===== src/rtl/cpf_pkg.sv =====
// Purpose: Shared constants and types for the cell protection fault arbiter.
// Assumes: 25 MHz core clock; delays given in ms or us and turned into cycle counts here.
// Notes:   Long counts are also top-level parameters so that a simulation can shorten them.
package cpf_pkg;

  // Clock rate in kHz
  localparam int unsigned CPF_CLK_KHZ      = 25000;

  // Counter-timed delays, in milliseconds
  localparam int unsigned CPF_OVC_DET_MS   = 1000;
  localparam int unsigned CPF_OVC_REL_MS   = 16;
  localparam int unsigned CPF_OVD_DET_MS   = 125;
  localparam int unsigned CPF_OVD_REL_MS   = 16;
  localparam int unsigned CPF_OCI_DET_MS   = 10;
  localparam int unsigned CPF_OCI_REL_MS   = 1;
  localparam int unsigned CPF_XCH_DET_MS   = 16;
  localparam int unsigned CPF_XCH_REL_MS   = 16;

  // Cycle counts of the counter-timed delays
  localparam int unsigned CPF_OVC_DET_CYC  = CPF_OVC_DET_MS * CPF_CLK_KHZ;
  localparam int unsigned CPF_OVC_REL_CYC  = CPF_OVC_REL_MS * CPF_CLK_KHZ;
  localparam int unsigned CPF_OVD_DET_CYC  = CPF_OVD_DET_MS * CPF_CLK_KHZ;
  localparam int unsigned CPF_OVD_REL_CYC  = CPF_OVD_REL_MS * CPF_CLK_KHZ;
  localparam int unsigned CPF_OCI_DET_CYC  = CPF_OCI_DET_MS * CPF_CLK_KHZ;
  localparam int unsigned CPF_OCI_REL_CYC  = CPF_OCI_REL_MS * CPF_CLK_KHZ;
  localparam int unsigned CPF_XCH_DET_CYC  = CPF_XCH_DET_MS * CPF_CLK_KHZ;
  localparam int unsigned CPF_XCH_REL_CYC  = CPF_XCH_REL_MS * CPF_CLK_KHZ;

  // Short-circuit delay is fixed, not taken from the shortened counter; least time, rounded up
  localparam int unsigned CPF_SC_DET_US    = 100;
  localparam int unsigned CPF_SC_DET_CYC   = (CPF_SC_DET_US * CPF_CLK_KHZ + 999) / 1000;

  // Test shortening divides every counter delay by 2**shift
  localparam int unsigned CPF_TEST_SHIFT   = 6;

  // Delay counter width
  localparam int unsigned CPF_CW           = 26;

  // Timer slots
  localparam int unsigned CPF_NT           = 9;
  localparam int unsigned CPF_T_OVC_DET    = 0;
  localparam int unsigned CPF_T_OVC_REL    = 1;
  localparam int unsigned CPF_T_OVD_DET    = 2;
  localparam int unsigned CPF_T_OVD_REL    = 3;
  localparam int unsigned CPF_T_OCI_DET    = 4;
  localparam int unsigned CPF_T_OCI_REL    = 5;
  localparam int unsigned CPF_T_SC_DET     = 6;
  localparam int unsigned CPF_T_XCH_DET    = 7;
  localparam int unsigned CPF_T_XCH_REL    = 8;

  // Register byte offsets
  localparam logic [7:0]  CPF_STATUS_OFS   = 8'h00;
  localparam logic [7:0]  CPF_CTRL_OFS     = 8'h04;
  localparam logic [7:0]  CPF_PEND_OFS     = 8'h08;
  localparam logic [7:0]  CPF_FIRST_OFS    = 8'h0C;

  // Control field positions and reset value
  localparam int unsigned CPF_CTRL_TEST_B  = 0;
  localparam int unsigned CPF_CTRL_CLRF_B  = 1;
  localparam logic [31:0] CPF_CTRL_RST     = 32'h0000_0000;

  // Sense-node pull selection
  typedef enum logic [1:0] {
    CPF_PULL_NONE = 2'b00,
    CPF_PULL_VDD  = 2'b01,
    CPF_PULL_VSS  = 2'b10
  } cpf_pull_t;

  // First detection made from a quiet state
  typedef enum logic [2:0] {
    CPF_FIRST_NONE = 3'b000,
    CPF_FIRST_OVC  = 3'b001,
    CPF_FIRST_OVD  = 3'b010,
    CPF_FIRST_OCI  = 3'b011,
    CPF_FIRST_SC   = 3'b100,
    CPF_FIRST_XCH  = 3'b101
  } cpf_first_t;

  // Comparator levels from the analog front end
  typedef struct packed {
    logic chg;   // Charger connected (standby release)
    logic xch;   // Excessive charger voltage
    logic sc;    // Short circuit
    logic oci;   // Over-current
    logic ovd;   // Over-discharge
    logic ovc;   // Over-charge
  } cpf_cmp_t;

  // Detection status word
  typedef struct packed {
    logic      test;
    cpf_pull_t pull;
    logic      standby;
    logic      xch;
    logic      sc;
    logic      oci;
    logic      ovd;
    logic      ovc;
  } cpf_stat_t;

endpackage


===== src/rtl/cpf_delay_timer.sv =====
// Purpose: One delay counter; counts cycles while its condition holds.
// Assumes: tc_i is at least one; tc_i may change only while run_i is low.
// Notes:   Dropping run_i clears the count at once, so a lost condition restarts the delay.
`timescale 1ns/100ps
module cpf_delay_timer
  import cpf_pkg::*;
(
  input  wire logic                clk_i,
  input  wire logic                rst_i,
  input  wire logic                ce_i,
  input  wire logic                run_i,
  input  wire logic [CPF_CW-1:0]   tc_i,
  output logic                     done_o
);

  logic [CPF_CW-1:0] cnt;
  logic [CPF_CW-1:0] cnt_inc;
  logic              at_end;

  // Next count and terminal compare
  assign cnt_inc = cnt + {{(CPF_CW-1){1'b0}}, 1'b1};
  assign at_end  = (cnt_inc >= tc_i);

  // Count while running; done stays high until the condition goes away
  always_ff @(posedge clk_i) begin
    if (rst_i) begin
      cnt    <= '0;
      done_o <= 1'b0;
    end else if (ce_i) begin
      if (!run_i) begin
        cnt    <= '0;
        done_o <= 1'b0;
      end else if (!done_o) begin
        if (at_end) begin
          done_o <= 1'b1;
        end else begin
          cnt <= cnt_inc;
        end
      end
    end
  end

endmodule


===== src/rtl/cpf_arbiter.sv =====
// Purpose: Fault arbiter of a two-cell protection device with a Wishbone register port.
// Assumes: Comparator flags and the test pin are asynchronous and are synchronised here.
// Notes:   Gate outputs are high when the switch is on; pulls are one-hot or both low.
//
// Added by the designer: the register addresses and register access over Wishbone.
`timescale 1ns/100ps
module cpf_arbiter
  import cpf_pkg::*;
#(
  parameter int unsigned OVC_DET_CYC = CPF_OVC_DET_CYC,
  parameter int unsigned OVC_REL_CYC = CPF_OVC_REL_CYC,
  parameter int unsigned OVD_DET_CYC = CPF_OVD_DET_CYC,
  parameter int unsigned OVD_REL_CYC = CPF_OVD_REL_CYC,
  parameter int unsigned OCI_DET_CYC = CPF_OCI_DET_CYC,
  parameter int unsigned OCI_REL_CYC = CPF_OCI_REL_CYC,
  parameter int unsigned XCH_DET_CYC = CPF_XCH_DET_CYC,
  parameter int unsigned XCH_REL_CYC = CPF_XCH_REL_CYC
)(
  input  wire logic         clk_i,
  input  wire logic         rst_i,
  input  wire logic         ce_i,
  input  wire cpf_cmp_t     cmp_i,
  input  wire logic         test_shorten_i,
  input  wire logic         wb_cyc_i,
  input  wire logic         wb_stb_i,
  input  wire logic         wb_we_i,
  input  wire logic [7:0]   wb_adr_i,
  input  wire logic [3:0]   wb_sel_i,
  input  wire logic [31:0]  wb_dat_i,
  output logic [31:0]       wb_dat_o,
  output logic              wb_ack_o,
  output logic              chg_gate_o,
  output logic              dsc_gate_o,
  output logic              pull_vdd_o,
  output logic              pull_vss_o,
  output logic              standby_o
);

  // Synchroniser stages
  cpf_cmp_t          cmp_m;
  cpf_cmp_t          cmp_s;
  logic              test_m;
  logic              test_s;

  // Detection state
  logic              ovc_det;
  logic              ovd_det;
  logic              oci_det;
  logic              sc_det;
  logic              xch_det;
  logic              standby;
  logic              clr_first;
  cpf_pull_t         pull;
  cpf_first_t        first;
  logic [31:0]       ctrl;

  // Timer connections
  logic [CPF_NT-1:0] run;
  logic [CPF_NT-1:0] done;
  logic [CPF_CW-1:0] tc_norm [CPF_NT];
  logic [CPF_CW-1:0] tc_sel  [CPF_NT];

  // Next values
  logic              next_ovc_det;
  logic              next_ovd_det;
  logic              next_oci_det;
  logic              next_sc_det;
  logic              next_xch_det;
  logic              next_standby;
  cpf_pull_t         next_pull;
  cpf_first_t        next_first;
  logic              test_act;
  logic              dsc_fault;
  logic              any_det;

  // Bus decode
  logic              wb_req;
  logic              hit_status;
  logic              hit_ctrl;
  logic              hit_pend;
  logic              hit_first;
  logic              ctrl_wr;
  cpf_stat_t         stat;
  logic [31:0]       rd_mux;

  // Two-flop synchronisers for pin-level inputs
  // Nothing reads the first stage directly
  always_ff @(posedge clk_i) begin
    if (rst_i) begin
      cmp_m  <= '0;
      cmp_s  <= '0;
      test_m <= 1'b0;
      test_s <= 1'b0;
    end else if (ce_i) begin
      cmp_m  <= cmp_i;
      cmp_s  <= cmp_m;
      test_m <= test_shorten_i;
      test_s <= test_m;
    end
  end

  // Shortening from the pin or from software; an open pin reads low
  assign test_act = test_s | ctrl[CPF_CTRL_TEST_B];

  // Full-length terminal counts
  assign tc_norm[CPF_T_OVC_DET] = CPF_CW'(OVC_DET_CYC);
  assign tc_norm[CPF_T_OVC_REL] = CPF_CW'(OVC_REL_CYC);
  assign tc_norm[CPF_T_OVD_DET] = CPF_CW'(OVD_DET_CYC);
  assign tc_norm[CPF_T_OVD_REL] = CPF_CW'(OVD_REL_CYC);
  assign tc_norm[CPF_T_OCI_DET] = CPF_CW'(OCI_DET_CYC);
  assign tc_norm[CPF_T_OCI_REL] = CPF_CW'(OCI_REL_CYC);
  assign tc_norm[CPF_T_SC_DET]  = CPF_CW'(CPF_SC_DET_CYC);
  assign tc_norm[CPF_T_XCH_DET] = CPF_CW'(XCH_DET_CYC);
  assign tc_norm[CPF_T_XCH_REL] = CPF_CW'(XCH_REL_CYC);

  // Discharge-side faults and overall activity
  // Charge-side states are no discharge fault
  assign dsc_fault = ovd_det | oci_det | sc_det;
  assign any_det   = ovc_det | dsc_fault | xch_det;

  // Run conditions; standby stops over-charge, over-current and excessive-charger detection, and over-discharge release without charger
  // A blocked timer loses its count, so an
  // aborted detection starts again from zero.
  // Over-discharge yields only while the
  // over-charge delay itself is running.
  assign run[CPF_T_OVC_DET] = cmp_s.ovc & ~ovc_det & ~standby;
  assign run[CPF_T_OVC_REL] = ovc_det & ~cmp_s.ovc;
  assign run[CPF_T_OVD_DET] = cmp_s.ovd & ~ovd_det & ~run[CPF_T_OVC_DET];
  assign run[CPF_T_OVD_REL] = ovd_det & ~cmp_s.ovd & (~standby | cmp_s.chg);
  assign run[CPF_T_OCI_DET] = cmp_s.oci & ~oci_det & ~ovc_det & ~ovd_det & ~standby;
  assign run[CPF_T_OCI_REL] = (oci_det | sc_det) & ~cmp_s.oci & ~cmp_s.sc;
  assign run[CPF_T_SC_DET]  = cmp_s.sc & ~sc_det;
  assign run[CPF_T_XCH_DET] = cmp_s.xch & ~xch_det & ~dsc_fault & ~standby;
  assign run[CPF_T_XCH_REL] = xch_det & ~cmp_s.xch;

  // Terminal count per timer, shortened in test mode except the fixed short-circuit delay
  // A floor of one cycle keeps a shortened
  // delay from vanishing.
  genvar gi;
  generate
    for (gi = 0; gi < CPF_NT; gi++) begin : g_tmr
      if (gi == CPF_T_SC_DET) begin : g_fixed
        assign tc_sel[gi] = tc_norm[gi];
      end else begin : g_cnt
        logic [CPF_CW-1:0] tc_short;
        assign tc_short   = tc_norm[gi] >> CPF_TEST_SHIFT;
        assign tc_sel[gi] = !test_act ? tc_norm[gi] :
                            (tc_short == '0) ? {{(CPF_CW-1){1'b0}}, 1'b1} : tc_short;
      end
      cpf_delay_timer u_tmr (
        .clk_i  (clk_i),
        .rst_i  (rst_i),
        .ce_i   (ce_i),
        .run_i  (run[gi]),
        .tc_i   (tc_sel[gi]),
        .done_o (done[gi])
      );
    end
  endgenerate

  // Over-charge state: set by its delay, cleared by its release delay
  // Flags set one cycle after their timer;
  // the pins follow the next values.
  assign next_ovc_det = ovc_det ? ~done[CPF_T_OVC_REL] : done[CPF_T_OVC_DET];

  // Over-discharge state
  assign next_ovd_det = ovd_det ? ~done[CPF_T_OVD_REL] : done[CPF_T_OVD_DET];

  // Over-current state; a competing state that arrives first keeps it from completing
  assign next_oci_det = oci_det ? ~done[CPF_T_OCI_REL] : done[CPF_T_OCI_DET];

  // Short-circuit state shares the over-current release
  // No release timer of its own: it waits for
  // both current comparators to drop.
  assign next_sc_det  = sc_det ? ~done[CPF_T_OCI_REL] : done[CPF_T_SC_DET];

  // Excessive-charger state
  assign next_xch_det = xch_det ? ~done[CPF_T_XCH_REL] : done[CPF_T_XCH_DET];

  // Standby only when over-discharge completes without over-charge standing
  // Decided when over-discharge completes; a
  // standing over-charge keeps the part awake.
  assign next_standby = standby ? next_ovd_det
                                : (done[CPF_T_OVD_DET] & ~ovd_det & ~ovc_det);

  // Sense-node pull selection from the standing states
  // Over-discharge outranks over-current, so
  // an empty cell is lifted even under load.
  always_comb begin
    next_pull = CPF_PULL_NONE;
    case ({next_ovd_det, next_oci_det | next_sc_det})
      2'b10,
      2'b11: begin
        next_pull = CPF_PULL_VDD;
      end
      2'b01: begin
        next_pull = CPF_PULL_VSS;
      end
      2'b00: begin
        next_pull = CPF_PULL_NONE;
      end
      default: begin
        next_pull = CPF_PULL_NONE;
      end
    endcase
  end

  // Record which detection came first from a quiet state
  // Later overlaps leave the record alone
  always_comb begin
    next_first = first;
    if (clr_first && !any_det) begin
      next_first = CPF_FIRST_NONE;
    end else if (first == CPF_FIRST_NONE && !any_det) begin
      case (1'b1)
        next_ovc_det: next_first = CPF_FIRST_OVC;
        next_ovd_det: next_first = CPF_FIRST_OVD;
        next_sc_det:  next_first = CPF_FIRST_SC;
        next_oci_det: next_first = CPF_FIRST_OCI;
        next_xch_det: next_first = CPF_FIRST_XCH;
        default:      next_first = CPF_FIRST_NONE;
      endcase
    end
  end

  // Detection state registers
  always_ff @(posedge clk_i) begin
    if (rst_i) begin
      ovc_det <= 1'b0;
      ovd_det <= 1'b0;
      oci_det <= 1'b0;
      sc_det  <= 1'b0;
      xch_det <= 1'b0;
      standby <= 1'b0;
      pull    <= CPF_PULL_NONE;
      first   <= CPF_FIRST_NONE;
    end else if (ce_i) begin
      ovc_det <= next_ovc_det;
      ovd_det <= next_ovd_det;
      oci_det <= next_oci_det;
      sc_det  <= next_sc_det;
      xch_det <= next_xch_det;
      standby <= next_standby;
      pull    <= next_pull;
      first   <= next_first;
    end
  end

  // Pin outputs, registered from the next state so they track it without a second lag
  always_ff @(posedge clk_i) begin
    if (rst_i) begin
      chg_gate_o <= 1'b1;
      dsc_gate_o <= 1'b1;
      pull_vdd_o <= 1'b0;
      pull_vss_o <= 1'b0;
      standby_o  <= 1'b0;
    end else if (ce_i) begin
      chg_gate_o <= ~(next_ovc_det | next_xch_det);
      dsc_gate_o <= ~(next_ovd_det | next_oci_det | next_sc_det);
      pull_vdd_o <= (next_pull == CPF_PULL_VDD);
      pull_vss_o <= (next_pull == CPF_PULL_VSS);
      standby_o  <= next_standby;
    end
  end

  // Wishbone address decode
  // Offsets compare on the full byte address
  assign wb_req     = wb_cyc_i & wb_stb_i & ~wb_ack_o;
  assign hit_status = (wb_adr_i == CPF_STATUS_OFS);
  assign hit_ctrl   = (wb_adr_i == CPF_CTRL_OFS);
  assign hit_pend   = (wb_adr_i == CPF_PEND_OFS);
  assign hit_first  = (wb_adr_i == CPF_FIRST_OFS);
  assign ctrl_wr    = wb_req & wb_we_i & hit_ctrl & wb_sel_i[0];

  // Status word
  assign stat.ovc     = ovc_det;
  assign stat.ovd     = ovd_det;
  assign stat.oci     = oci_det;
  assign stat.sc      = sc_det;
  assign stat.xch     = xch_det;
  assign stat.standby = standby;
  assign stat.pull    = pull;
  assign stat.test    = test_act;

  // Read data selection; unmapped addresses read zero
  assign rd_mux = hit_status ? {{(32-$bits(cpf_stat_t)){1'b0}}, stat} :
                  hit_ctrl   ? ctrl :
                  hit_pend   ? {{(32-CPF_NT){1'b0}}, run} :
                  hit_first  ? {29'h0000_0000, first} :
                               32'h0000_0000;

  // Control register; the clear-first bit is a self-clearing strobe
  // Only the low byte lane updates control
  always_ff @(posedge clk_i) begin
    if (rst_i) begin
      ctrl      <= CPF_CTRL_RST;
      clr_first <= 1'b0;
    end else if (ce_i) begin
      clr_first <= ctrl_wr & wb_dat_i[CPF_CTRL_CLRF_B];
      if (ctrl_wr) begin
        ctrl[CPF_CTRL_TEST_B] <= wb_dat_i[CPF_CTRL_TEST_B];
      end
    end
  end

  // Bus answer: one wait state, ack for one cycle on any address
  // Ack low gates the request, so an stb held
  // through the ack cycle is not taken twice.
  always_ff @(posedge clk_i) begin
    if (rst_i) begin
      wb_ack_o <= 1'b0;
      wb_dat_o <= 32'h0000_0000;
    end else if (ce_i) begin
      wb_ack_o <= wb_req;
      if (wb_req && !wb_we_i) begin
        wb_dat_o <= rd_mux;
      end
    end
  end

endmodule


===== config.mk =====
export PLATFORM = sky130hd
export DESIGN_NAME = cpf_arbiter
export DESIGN_NICKNAME = d
export VERILOG_FILES = /design/src/rtl/cpf_pkg.sv /design/src/rtl/cpf_delay_timer.sv /design/src/rtl/cpf_arbiter.sv
export SDC_FILE = /design/constraint.sdc
export NUM_CORES = 1
export LEC_CHECK = 0
export ABC_AREA = 1
export ABC_CLOCK_PERIOD_IN_PS = 6050
export BUFFER_PORTS_ARGS = -buffer_cell sky130_fd_sc_hd__clkbuf_2
export CAP_MARGIN = 25
export CELL_PAD_IN_SITES_DETAIL_PLACEMENT = 1
export CELL_PAD_IN_SITES_GLOBAL_PLACEMENT = 1
export CORE_ASPECT_RATIO = 0.5
export CORE_UTILIZATION = 44
export CTS_CLUSTER_SIZE = 40
export DETAILED_ROUTE_END_ITERATION = 16
export GPL_TIMING_DRIVEN = 0
export PLACE_DENSITY_LB_ADDON = 0.12
export SKIP_CTS_REPAIR_TIMING = 1
export SYNTH_ARGS = -nofsm -noshare
export SYNTH_HDL_FRONTEND = slang
export SYNTH_SLANG_ARGS = --single-unit

===== constraint.sdc =====
create_clock -name clk_i -period 6.05 [get_ports clk_i]
set_input_delay 1.21 -clock clk_i [delete_from_list [all_inputs] [get_ports clk_i]]
set_output_delay 1.21 -clock clk_i [all_outputs]
set_load 0.01 [all_outputs]

==> flow_summary.json <==
{
  "outcome": "finished, final reports clean",
  "cp_data_arrival_time_ps": 4210,
  "stdcell_area_mm2": 0.0226,
  "synth_top_family_by_area": "simple AND/OR/NAND/NOR gates",
  "placed_cell_area_mm2": 0.0216,
  "detail_route.drc_violations": 0,
  "grt_max_degree": 32,
  "drt.antenna.violating_nets": 0,
  "place_ws_ps": 1850,
  "clock_sinks": 282,
  "design.final.nets": 3589,
  "drive_gt1_share_pct": 7.26,
  "power_density_mw_per_mm2": 210,
  "hold_viol": 0,
  "drt-vias-per-instance": 5.34,
  "hold_path.class": "flip-flop to flip-flop",
  "worstPathRequired_ps": 6550,
  "synthesis.yosys.warnings": 0,
  "timing.final.crit_period_ps": 3710,
  "cts.path.max_buffers": 3,
  "design.die.area_mm2": 0.0474,
  "synthSimpleGateAreaFrac_pct": 44.7,
  "vias": 21900,
  "initialDrtViolationCount": 1168,
  "endpoint_kind": "flip-flop",
  "worst_slew_margin_rel_pct": 27.5,
  "timing.final.setup_violations": 0,
  "floorplan.initialDensity_pct": 45.0,
  "cts-root-buf": "sky130_fd_sc_hd__clkbuf_16",
  "crit_path_max_fanout": 10,
  "first_pass_grt_wire_length_mm": 114,
  "fp.coreArea_mm2": 0.0455,
  "critPathLaunchType": "input pin",
  "syn_to_final_growth_pct": 10.4,
  "slew_viol_final": 0,
  "globalRouteOverflowTotal": 0,
  "worst_setup_hold_path_clk_slew_ps": 70,
  "clock_skew_ps": 27.7,
  "setup_tns_ps": 0,
  "drv.max_cap_violation_count": 0,
  "synth_xor_area_share_pct": 5.65,
  "synthesis.area_per_instance_um2": 6.10,
  "drt_pre_antenna_iters": 5,
  "grt_pass1_vias": 22100,
  "finalHoldWorstSlack_ps": 456,
  "setup_slack_ps": 2340,
  "grt_antenna_before_repair": 0,
  "synth.cell_area_mm2": 0.0204,
  "critPathKind": "input pin to flip-flop",
  "floorplan.die.height_um": 154,
  "synth_seq_cells": 282,
  "place.detailed.hpwl_mm": 53.5,
  "clock_insertion_delay_worst_skew_ps": 610,
  "p_total_mw": 4.74,
  "finalCritPeriodShare_pct": 61.3,
  "numCtsBuffers": 29,
  "post_drt_wl_per_cell_um": 16.9,
  "groute.usage.overall_pct": 29.3,
  "synth.yosys.seq_area_share_pct": 27.6,
  "postSynthCellCount": 3352,
  "placement.io_buffers": 37,
  "post_synthesis_compound_gate_area_fraction_pct": 7.23,
  "synth.distinct_cells": 47,
  "p_leak_nw": 10.0,
  "floorplan.die.width_um": 307,
  "detail_route.wirelength_mm": 69.4,
  "placementRows": 55,
  "antenna-diode-count": 0,
  "fmax_mhz": 270,
  "h-tree-depth": 1,
  "synth_adder_area_share_pct": 5.14,
  "grt_setup_unrepaired": "no",
  "synth_mux_area_share_pct": 0,
  "tritoncts": "done",
  "floorplan.io_pins": 95,
  "worst-slew-pin-transition_ps": 1090,
  "gpl.final_weighted_congestion": 0.916,
  "worst_ir_drop_vdd_mv": 0.200
}
==> registers in the layout, summed over array words and instances, names as in the netlist, 3 cells and up <==
name / flops
cmp_m: 6
cmp_s: 6
first: 3
g_tmr.u_tmr.cnt: 234
g_tmr.u_tmr.done_o: 9
wb_dat_o: 9
==> layout by cell type, fill, tap and decap left out, drive strengths merged <==
cell and n:
a21o 4, o21ai 60, xnor2 43, o21bai 10
dfxtp 282, nand3b 18, a31oi 1, ha 84
or2 12, clkbuf 130, nor4 16, nand4 66
nor2 615, o31ai 2, a41oi 1, a221oi 2
a21oi 177, nand2b 1, nor3 59, and2 3
nor3b 5, a21boi 3, inv 308, buf 95
xor2 89, nand2 972, clkinvlp 3, a22oi 1
clkinv 14, a221o 5, nand3 359, conb 23
a211oi 2, o211ai 6
==> worst max-delay path, cell delays in order <==
cell and delay (ps):
sky130_fd_sc_hd__buf_2 280, sky130_fd_sc_hd__clkinv_1 350, sky130_fd_sc_hd__nor2_1 220, sky130_fd_sc_hd__nand3_1 170, sky130_fd_sc_hd__nor2_1 730, sky130_fd_sc_hd__clkinv_1 600
sky130_fd_sc_hd__a221o_1 470, sky130_fd_sc_hd__o211ai_1 100, sky130_fd_sc_hd__inv_1 60
==> per-stage QoR <==
step	utilization [%]	std cells
after floorplan	-	3374
after global placement	47.3	4038
after detailed placement	47.5	4043
after CTS	49.6	4097
after global routing	49.6	4098
final	49.6	4098
==> path summary, 6_finish.rpt <==
kind | end | slack, ps | cells after the start | start
max reg2reg | g_tmr[0].u_tmr.cnt[23]$_SDFFE_PP0P_ | 2390 | 17 | g_tmr[0].u_tmr.cnt[0]$_SDFFE_PP0P_
min reg2reg | g_tmr[7].u_tmr.cnt[25]$_SDFFE_PP0P_ | 460 | 2 | g_tmr[7].u_tmr.cnt[25]$_SDFFE_PP0P_
max | wb_dat_o[6]$_SDFFE_PP0P_ | 2340 | 9 | ce_i
min | g_tmr[7].u_tmr.cnt[25]$_SDFFE_PP0P_ | 460 | 2 | g_tmr[7].u_tmr.cnt[25]$_SDFFE_PP0P_
==> synthesized netlist by cell type, drive strengths merged <==
master    n  area (um^2)
a211oi    2         15.0
or2      12         75.1
ha       84         1050
inv     304         1150
nand2   972         3750
dfxtp   282         5650
a21oi   177          886
xor2     89          780
clkinv    3         11.3
clkbuf   57          214
nor4     16          100
a221o     5         50.1
a22oi     1         7.51
a221oi    2         17.5
a21boi    3         22.5
a31oi     1         6.26
nand4    66          413
a21o      4         30.0
nor3     59          387
o21bai   10         75.1
o31ai     2         15.0
xnor2    43          377
nand3   359         1800
and2      3         18.8
o211ai    6         45.0
nand2b    1         6.26
conb      1         3.75
nand3b   18          135
a41oi     1         8.76
nor2    615         2420
nor3b     5         37.5
buf      89          596
o21ai    60          300
==> logic make-up after synthesis <==
group           Yosys count
simple gates           2126
buf+inv                 453
flops                   282
compound gates          274
xor+xnor                132
fa+ha+maj                84
other cells               1
==> layout make-up <==
cell class                 instances  area (um^2)
clock buffer                      36          822
tap                              627          785
sequential                       282         5650
buffer                           146          810
fill                            6395        22900
clock inverter                    18          150
timing repair buffer              43          275
inverter                         307         1160
multi-input combinational       2639        12900
==> routing by layer <==
metal	GRT usage (%)	part of all wire, %	vias to the layer above
li1	-	-	10900
met1	39.3	48	10600
met2	51.2	47	313
met3	2.81	3.2	84
met4	5.29	1.6	0
met5	0	0	-
==> where the power goes <==
part           total (mW)  switching, mW  internal, mW
Sequential           2.06          0.118          1.94
Combinational       0.795          0.521         0.274
Clock                1.88          0.899         0.985
Total                4.74           1.54          3.20
No activity file was read; power rests on OpenSTA's default activity.
